--- src/pmsr_params.svh ---
// Purpose: constants for the packed multiply datapath
// Assumes: 32-bit instruction words, core clock at 40 MHz
// Notes: definitions only
`ifndef PMSR_PARAMS_SVH
`define PMSR_PARAMS_SVH
`define PMSR_MAJOR_HI 31
`define PMSR_MAJOR_LO 26
`define PMSR_MAJOR_POOL 6'h00
`define PMSR_MINOR_HI 9
`define PMSR_MINOR_LO 0
`define PMSR_ZERO_BIT 10
`define PMSR_MINOR_UBH 10'h0d5
`define PMSR_MINOR_Q15R 10'h115
`define PMSR_SRCB_HI 25
`define PMSR_SRCB_LO 21
`define PMSR_SRCA_HI 20
`define PMSR_SRCA_LO 16
`define PMSR_DEST_HI 15
`define PMSR_DEST_LO 11
`define PMSR_SAT_BIT 21
`define PMSR_UBH_SAT 16'hffff
`define PMSR_Q15_NEG1 16'h8000
`define PMSR_Q15_MAX 16'h7fff
`define PMSR_ROUND 32'h00008000
`endif

--- src/pmsr_pkg.sv ---
// Purpose: types for the packed multiply datapath
// Assumes: nothing
// Notes: constants live in pmsr_params.svh
`default_nettype none
package pmsr_pkg;
	typedef enum logic [2:0] {
		PMSR_OP_NONE = 3'b001,
		PMSR_OP_UBH = 3'b010,
		PMSR_OP_Q15R = 3'b100
	} pmsr_op_e;
	typedef logic [15:0] pmsr_half_t;
endpackage : pmsr_pkg
`default_nettype wire

--- src/pmsr_core.sv ---
// Purpose: packed byte/halfword and Q15 rounding multiply unit
// Assumes: pipeline holds operands stable while issue is high
// Notes: one cycle latency, result and flags come from flip-flops
// What this block does
// - decode unsigned byte-by-halfword right multiply
// - right bytes times source_b halfwords, unsigned
// - keep 16 low bits, else clamp ffff
// - byte multiply saturation sets flag bit 21
// - base accumulator unpredictable, extras kept
// - only reserved or disabled exceptions
// - no operand-dependent exceptions ever
// - decode rounding Q15 vector multiply fields
// - signed halfword products shifted to Q31
// - add 8000 round, take bits 31..16
// - both 8000 inputs give 7fff
// - Q15 saturation sets flag bit 21
// - upper lanes high half, lower low
`include "pmsr_params.svh"
`default_nettype none
module pmsr_core (
	// clock and reset
	input wire logic mclk,
	input wire logic rst_n,
	// issue from the pipeline
	input wire logic issue,
	input wire logic [31:0] instr,
	input wire logic [31:0] source_a,
	input wire logic [31:0] source_b,
	input wire logic dsp_enable,
	input wire logic [31:0] dsp_control_in,
	// results to the register file
	output logic done,
	output logic dest_we,
	output logic [4:0] dest_addr,
	output logic [31:0] dest_data,
	output logic ctrl_we,
	output logic [31:0] dsp_control_out,
	output logic base_acc_clobber,
	output logic extra_acc_we,
	// exceptions
	output logic exc_reserved,
	output logic exc_dsp_disabled
);
	pmsr_pkg::pmsr_op_e op;
	logic pool_ok;
	logic q15;
	logic [15:0] hi_res;
	logic [15:0] lo_res;
	logic hi_sat;
	logic lo_sat;
	logic done_d, done_q;
	logic we_d, we_q;
	logic [4:0] addr_d, addr_q;
	logic [31:0] data_d, data_q;
	logic cwe_d, cwe_q;
	logic [31:0] ctl_d, ctl_q;
	logic clob_d, clob_q;
	logic rsv_d, rsv_q;
	logic dis_d, dis_q;

	always_comb
	begin
		pool_ok = (instr[`PMSR_MAJOR_HI:`PMSR_MAJOR_LO] == `PMSR_MAJOR_POOL)
			&& !instr[`PMSR_ZERO_BIT];
		op = pmsr_pkg::PMSR_OP_NONE;
		if (pool_ok
			&& instr[`PMSR_MINOR_HI:`PMSR_MINOR_LO] == `PMSR_MINOR_UBH)
			op = pmsr_pkg::PMSR_OP_UBH;
		else if (pool_ok
			&& instr[`PMSR_MINOR_HI:`PMSR_MINOR_LO] == `PMSR_MINOR_Q15R)
			op = pmsr_pkg::PMSR_OP_Q15R;
		q15 = (op == pmsr_pkg::PMSR_OP_Q15R);
	end

	// upper lane: byte 15..8 or halfword 31..16
	pmsr_lane u_hi (
		.q15_mode(q15),
		.a_half(source_a[31:16]),
		.a_byte(source_a[15:8]),
		.b_half(source_b[31:16]),
		.res(hi_res),
		.sat(hi_sat)
	);
	pmsr_lane u_lo (
		.q15_mode(q15),
		.a_half(source_a[15:0]),
		.a_byte(source_a[7:0]),
		.b_half(source_b[15:0]),
		.res(lo_res),
		.sat(lo_sat)
	);

	always_comb
	begin
		done_d = 1'b0;
		we_d = 1'b0;
		addr_d = addr_q;
		data_d = data_q;
		cwe_d = 1'b0;
		ctl_d = ctl_q;
		clob_d = 1'b0;
		rsv_d = 1'b0;
		dis_d = 1'b0;
		if (issue)
		begin
			done_d = 1'b1;
			unique case (op)
				pmsr_pkg::PMSR_OP_NONE:
					rsv_d = 1'b1;
				pmsr_pkg::PMSR_OP_UBH, pmsr_pkg::PMSR_OP_Q15R:
				begin
					// no operand value reaches an exception
					if (!dsp_enable)
						dis_d = 1'b1;
					else
					begin
						we_d = 1'b1;
						addr_d = instr[`PMSR_DEST_HI:`PMSR_DEST_LO];
						data_d = {hi_res, lo_res};
						cwe_d = 1'b1;
						ctl_d = dsp_control_in;
						if (hi_sat || lo_sat)
							ctl_d[`PMSR_SAT_BIT] = 1'b1;
						clob_d = 1'b1;
					end
				end
			endcase
		end
	end

	always_ff @(posedge mclk)
	begin
		if (!rst_n)
		begin
			done_q <= 1'b0;
			we_q <= 1'b0;
			addr_q <= 5'h00;
			data_q <= 32'h00000000;
			cwe_q <= 1'b0;
			ctl_q <= 32'h00000000;
			clob_q <= 1'b0;
			rsv_q <= 1'b0;
			dis_q <= 1'b0;
		end
		else
		begin
			done_q <= done_d;
			we_q <= we_d;
			addr_q <= addr_d;
			data_q <= data_d;
			cwe_q <= cwe_d;
			ctl_q <= ctl_d;
			clob_q <= clob_d;
			rsv_q <= rsv_d;
			dis_q <= dis_d;
		end
	end

	// extra accumulators are never written
	logic extra_q;
	always_ff @(posedge mclk)
	begin
		extra_q <= 1'b0;
	end

	assign done = done_q;
	assign dest_we = we_q;
	assign dest_addr = addr_q;
	assign dest_data = data_q;
	assign ctrl_we = cwe_q;
	assign dsp_control_out = ctl_q;
	assign base_acc_clobber = clob_q;
	assign extra_acc_we = extra_q;
	assign exc_reserved = rsv_q;
	assign exc_dsp_disabled = dis_q;

	// checks
	property p_ubh_result;
		@(posedge mclk) disable iff (!rst_n)
		issue && dsp_enable && op == pmsr_pkg::PMSR_OP_UBH
			&& ({8'h00, source_a[7:0]} * source_b[15:0]) < 24'h010000
		|=> dest_data[15:0] == $past(source_a[7:0]) * $past(source_b[15:0]);
	endproperty
	a_ubh_result: assert property (p_ubh_result)
		else $error("byte lane product wrong");

	property p_ubh_sat;
		@(posedge mclk) disable iff (!rst_n)
		issue && dsp_enable && op == pmsr_pkg::PMSR_OP_UBH
			&& (source_a[15:8] * source_b[31:16]) > 24'h00ffff
		|=> dest_data[31:16] == 16'hffff && dsp_control_out[21];
	endproperty
	a_ubh_sat: assert property (p_ubh_sat)
		else $error("upper byte lane not clamped");

	property p_flag_when_sat;
		@(posedge mclk) disable iff (!rst_n)
		issue && dsp_enable && op != pmsr_pkg::PMSR_OP_NONE
			&& (hi_sat || lo_sat) |=> ctrl_we && dsp_control_out[21];
	endproperty
	a_flag_when_sat: assert property (p_flag_when_sat)
		else $error("saturation flag not set");

	property p_q15_neg1;
		@(posedge mclk) disable iff (!rst_n)
		issue && dsp_enable && op == pmsr_pkg::PMSR_OP_Q15R
			&& source_a[15:0] == 16'h8000 && source_b[15:0] == 16'h8000
		|=> dest_data[15:0] == 16'h7fff && dsp_control_out[21];
	endproperty
	a_q15_neg1: assert property (p_q15_neg1)
		else $error("q15 minus one case not clamped");

	property p_q15_round;
		@(posedge mclk) disable iff (!rst_n)
		issue && dsp_enable && op == pmsr_pkg::PMSR_OP_Q15R
			&& !(source_a[31:16] == 16'h8000 && source_b[31:16] == 16'h8000)
		|=> dest_data[31:16] == 16'(((32'($signed($past(source_a[31:16]))
			* $signed($past(source_b[31:16]))) <<< 1) + 32'h8000) >>> 16);
	endproperty
	a_q15_round: assert property (p_q15_round)
		else $error("q15 rounding wrong");

	property p_keep_flags;
		@(posedge mclk) disable iff (!rst_n)
		ctrl_we |-> dsp_control_out[20:0] == $past(dsp_control_in[20:0])
			&& (dsp_control_out[21] || !$past(dsp_control_in[21]));
	endproperty
	a_keep_flags: assert property (p_keep_flags)
		else $error("other control bits changed");

	property p_no_extra;
		@(posedge mclk) disable iff (!rst_n)
		done |-> !extra_acc_we && (base_acc_clobber == dest_we);
	endproperty
	a_no_extra: assert property (p_no_extra)
		else $error("accumulator handling wrong");

	property p_exc_only;
		@(posedge mclk) disable iff (!rst_n)
		issue && dsp_enable && op != pmsr_pkg::PMSR_OP_NONE
		|=> dest_we && !exc_reserved && !exc_dsp_disabled;
	endproperty
	a_exc_only: assert property (p_exc_only)
		else $error("data exception raised");

	property p_disabled;
		@(posedge mclk) disable iff (!rst_n)
		issue && !dsp_enable && op != pmsr_pkg::PMSR_OP_NONE
		|=> exc_dsp_disabled && !dest_we && !ctrl_we && !base_acc_clobber;
	endproperty
	a_disabled: assert property (p_disabled)
		else $error("disabled exception missing");

	property p_decode;
		@(posedge mclk) disable iff (!rst_n)
		issue && instr[31:26] == 6'h00 && !instr[10]
			&& instr[9:0] == 10'h0d5 |-> op == pmsr_pkg::PMSR_OP_UBH;
	endproperty
	a_decode: assert property (p_decode)
		else $error("byte multiply not decoded");

	c_ubh: cover property (@(posedge mclk) disable iff (!rst_n)
		issue && op == pmsr_pkg::PMSR_OP_UBH && hi_sat);
	c_q15: cover property (@(posedge mclk) disable iff (!rst_n)
		issue && op == pmsr_pkg::PMSR_OP_Q15R && lo_sat);
	c_rsv: cover property (@(posedge mclk) disable iff (!rst_n)
		issue ##1 exc_reserved);
endmodule : pmsr_core
`default_nettype wire

--- src/pmsr_lane.sv ---
// Purpose: one halfword lane of both multiplies
// Assumes: combinational, mode chosen by the caller
// Notes: sat tells the caller this lane clamped
`include "pmsr_params.svh"
`default_nettype none
module pmsr_lane (
	// mode
	input wire logic q15_mode,
	// operands
	input wire logic [15:0] a_half,
	input wire logic [7:0] a_byte,
	input wire logic [15:0] b_half,
	// result
	output logic [15:0] res,
	output logic sat
);
	logic [23:0] uprod;
	logic signed [31:0] sprod;
	logic [31:0] q31;
	logic [31:0] rnd;
	logic both_neg1;
	always_comb
	begin
		uprod = {16'h0000, a_byte} * {8'h00, b_half};
		sprod = $signed(a_half) * $signed(b_half);
		q31 = {sprod[30:0], 1'b0};
		rnd = q31 + `PMSR_ROUND;
		both_neg1 = (a_half == `PMSR_Q15_NEG1) && (b_half == `PMSR_Q15_NEG1);
		if (q15_mode)
		begin
			sat = both_neg1;
			res = both_neg1 ? `PMSR_Q15_MAX : rnd[31:16];
		end
		else
		begin
			sat = |uprod[23:16];
			res = sat ? `PMSR_UBH_SAT : uprod[15:0];
		end
	end
endmodule : pmsr_lane
`default_nettype wire

--- config.mk ---
export PLATFORM = sky130hd
export DESIGN_NAME = pmsr_core
export DESIGN_NICKNAME = d
export VERILOG_FILES = /design/src/pmsr_pkg.sv /design/src/pmsr_core.sv /design/src/pmsr_lane.sv
export VERILOG_INCLUDE_DIRS = /design/src
export SDC_FILE = /design/constraint.sdc
export NUM_CORES = 2
export LEC_CHECK = 0
export BUFFER_PORTS_ARGS = -buffer_cell sky130_fd_sc_hd__buf_2
export CAP_MARGIN = 20
export CORE_ASPECT_RATIO = 0.8
export CORE_MARGIN = 2
export CORE_UTILIZATION = 55
export CTS_CLUSTER_DIAMETER = 80
export CTS_CLUSTER_SIZE = 10
export DETAILED_ROUTE_END_ITERATION = 16
export MAX_ROUTING_LAYER = met4
export PLACE_DENSITY = 0.74
export RECOVER_POWER = 100
export SLEW_MARGIN = 10
export SYNTH_ARGS = -nofsm -noshare
export SYNTH_HDL_FRONTEND = slang
export SYNTH_SLANG_ARGS = --single-unit
--- constraint.sdc ---
create_clock -name mclk -period 10.3 [get_ports mclk]
set_clock_uncertainty 0.2 [all_clocks]
set_input_delay 0.515 -clock mclk [delete_from_list [all_inputs] [get_ports mclk]]
set_output_delay 0.515 -clock mclk [all_outputs]
set_load 0.005 [all_outputs]
==> flow_summary.ini <==
[status]
outcome = finished with violations
violations = max-capacitance violations, max-slew violations

[yosys]
synth_area_leaders = fa_1 44%, ha_1 10%, inv_1 9.6%, and2_1 6.9%, nand2_1 5.7%
yosysWarnings = 0
ys.flop_type = dfxtp_1
synth_edf_count = 0
synth_top_area_frac = 0.444
syn_nets = 4463
yosysSeqAreaShare = 0.0485
syn_area_sq_mm = 0.0302
yosysUniqueCellTypes = 90
synth.avg_cell_area_sq_um = 8.82
ys_seq_elements = 73
async_reset_ff_frac = 0
syn_inst = 3419
synth_top_area_cell = fa_1

[cells_and_area]
multi_input_comb_area_sq_mm = 0.0252
flow.area_growth_from_synthesis_pct = 5.29
nets = 4535
drive_gt1_frac = 0.0509
final_common_cell = inv_1
fillers = 4838
layout_common_cells = 768 x inv_1, 668 x fa_1, 460 x nand2_1, 331 x and2_1, 244 x ha_1
seq_area_sq_mm = 0.00146

[critical_path]
cp-startpoint = source_b[17]
cp.arrival_ns = 8.97
reg2regPathDepth = 6
path_max_fanout = 25
crit_type = in2reg
slowest_stage = clkbuf_1
r2r_setup_slack_ns = 8.63
critPathMaxStageDelay_ns = 1.13
critPathCapture = dest_data[25]
start_kind = primary input
end_kind = flop
cpMostUsedCell = fa_1
r2r-end = dest_data[15]
cp.required_ns = 10.30
r2r-start = dest_data[15]

[place]
gp_congestion = 0.939
place.port_buffers = 196
dpl.hpwl_mm = 60.6

[route]
routed_wl_mm = 76.5
met1_length_mm = 34.9
vias = 23100
wl_met3_mm = 7.52
drtPass1Iterations = 5
via_per_inst = 5.49
top_layer = met4
first_iter_violations = 1701
wl_per_cell_um = 18.2
routed-wl-met2_mm = 32.4
drc = 0
ant_nets = 0

[floorplanning]
die_w_um = 266
dieArea_sq_mm = 0.0567
start_util = 0.558
core_sq_mm = 0.0540
rows = 76
chipHeight_um = 213
io_pins = 208

[run]
max-cap-violations = 4

[clocking]
h-tree-depth = 3
ctsResizeCount = 0
cts_hold_buf = 0
cts_setup_buffers = 0
clk_pin_slew_ns = 0.07
cts_tree = done
cts_sinks = 73
cts_buffers = 9
clk_latency_ns = 0.33
cts_buffer_depth = 2
root_buffer = clkbuf_16

[grt]
grt_max_degree = 61
grt_overflow = 0
grt_antenna_before_repair = 2
grt_usage = 0.296
grt_pass1_wl_mm = 128
grt_pass1_vias = 24100

[sta]
grt_setup_unrepaired = no
fmax_mhz = 111
tightest_slew_ns = 2.64
slew_headroom = -0.762
setup_viol = 0
finalHoldViolCount = 0
fin_crit_sh = 0.871
maxSlewViolCount = 180
min_period_ns = 8.97
timing.setup.tns_ns = 0

[worst_hold_path]
hp-class = in2reg
-- metal layers --
layer  up-vias  GRT usage
met5         -          -
met4         0     0.0622
met3       104     0.0582
met2       967      0.428
met1     11500      0.434
li1      10500          -
-- how the worst min path moves through the flow --
stage	slack, ns	end	depth (start not counted)	from
after floorplan	0.23	dest_data[10]	2	dest_data[10]
after global placement	0.23	dest_data[21]	2	dest_data[21]
after detailed placement	0.23	dest_data[21]	2	dest_data[21]
after CTS	0.16	exc_dsp_disabled	2	dsp_enable
after global routing	0.17	exc_dsp_disabled	2	dsp_enable
final	0.17	exc_dsp_disabled	2	dsp_enable
-- stage by stage --
step,hold WS (ns),utilization,setup slack [ns],instance area (sq um),cells
after floorplan,0.235,-,2.78,30200,3419
after global placement,0.226,0.584,1.95,31500,4182
after detailed placement,0.232,0.584,1.82,31500,4182
after CTS,0.159,0.590,2.17,31800,4198
after global routing,0.174,0.588,0.901,31700,4200
final,0.174,0.588,1.33,31700,4200
-- cell families (layout without fill, tap and decap cells) --
kind of cell,after synthesis,after routing,share of synthesized area
flip-flops,73,73,0.0485
AND/OR/NAND/NOR,1040,1040,0.172
adder cells (fa/ha/maj),912,912,0.545
XOR/XNOR,116,116,0.0342
buffers and inverters,912,989,0.114
other,1,3,0.000124
AO/OA/AOI/OAI,361,361,0.0851
multiplexers,4,4,0.00149
-- registers in the layout, summed over array words and instances (netlist names) --
| signal | flops |
|---|---|
| exc_reserved | 1 |
| dsp_control_out | 32 |
| done | 1 |
| base_acc_clobber | 1 |
| dest_addr | 5 |
| exc_dsp_disabled | 1 |
| dest_data | 32 |
-- worst max-delay path: cells and delay by family --
family,cells,cell delay [ns]
simple gates,5,1.23
xor+xnor,2,0.29
buf+inv,4,1.27
fa+ha+maj,8,3.66
compound gates,6,1.70
mux,1,0.27
-- layout make-up --
| class | instances | area share |
|---|---|---|
| Antenna cell | 2 | 0.000158 |
| Clock buffer | 11 | 0.00765 |
| Timing Repair Buffer | 204 | 0.0299 |
| Multi-Input combinational cell | 2434 | 0.795 |
| Sequential cell | 73 | 0.0460 |
| Clock inverter | 5 | 0.00248 |
| Tap cell | 702 | 0.0277 |
| Inverter | 769 | 0.0909 |
-- cell usage after synthesis (5+ instances only) --
cell	instances
a211oi_1	17
a21boi_0	47
a21o_1	29
a21oi_1	67
a31oi_1	13
and2_1	332
and3_1	10
clkbuf_1	136
dfxtp_1	73
fa_1	668
ha_1	244
inv_1	768
nand2_1	460
nand2b_1	19
nand3_1	25
nand4_1	16
nor2_1	89
nor2b_1	10
nor3_1	17
nor3b_1	6
nor4_1	18
o2111ai_1	5
o211ai_1	10
o21a_1	20
o21ai_0	50
o21ai_1	5
o21bai_1	6
o221ai_1	25
o22ai_1	12
or3_1	5
xnor2_1	84
xor2_1	31
Power is left out: the tool's default activity adds up to more than one toggle a clock period on the data nets, which glitch-free logic cannot reach.
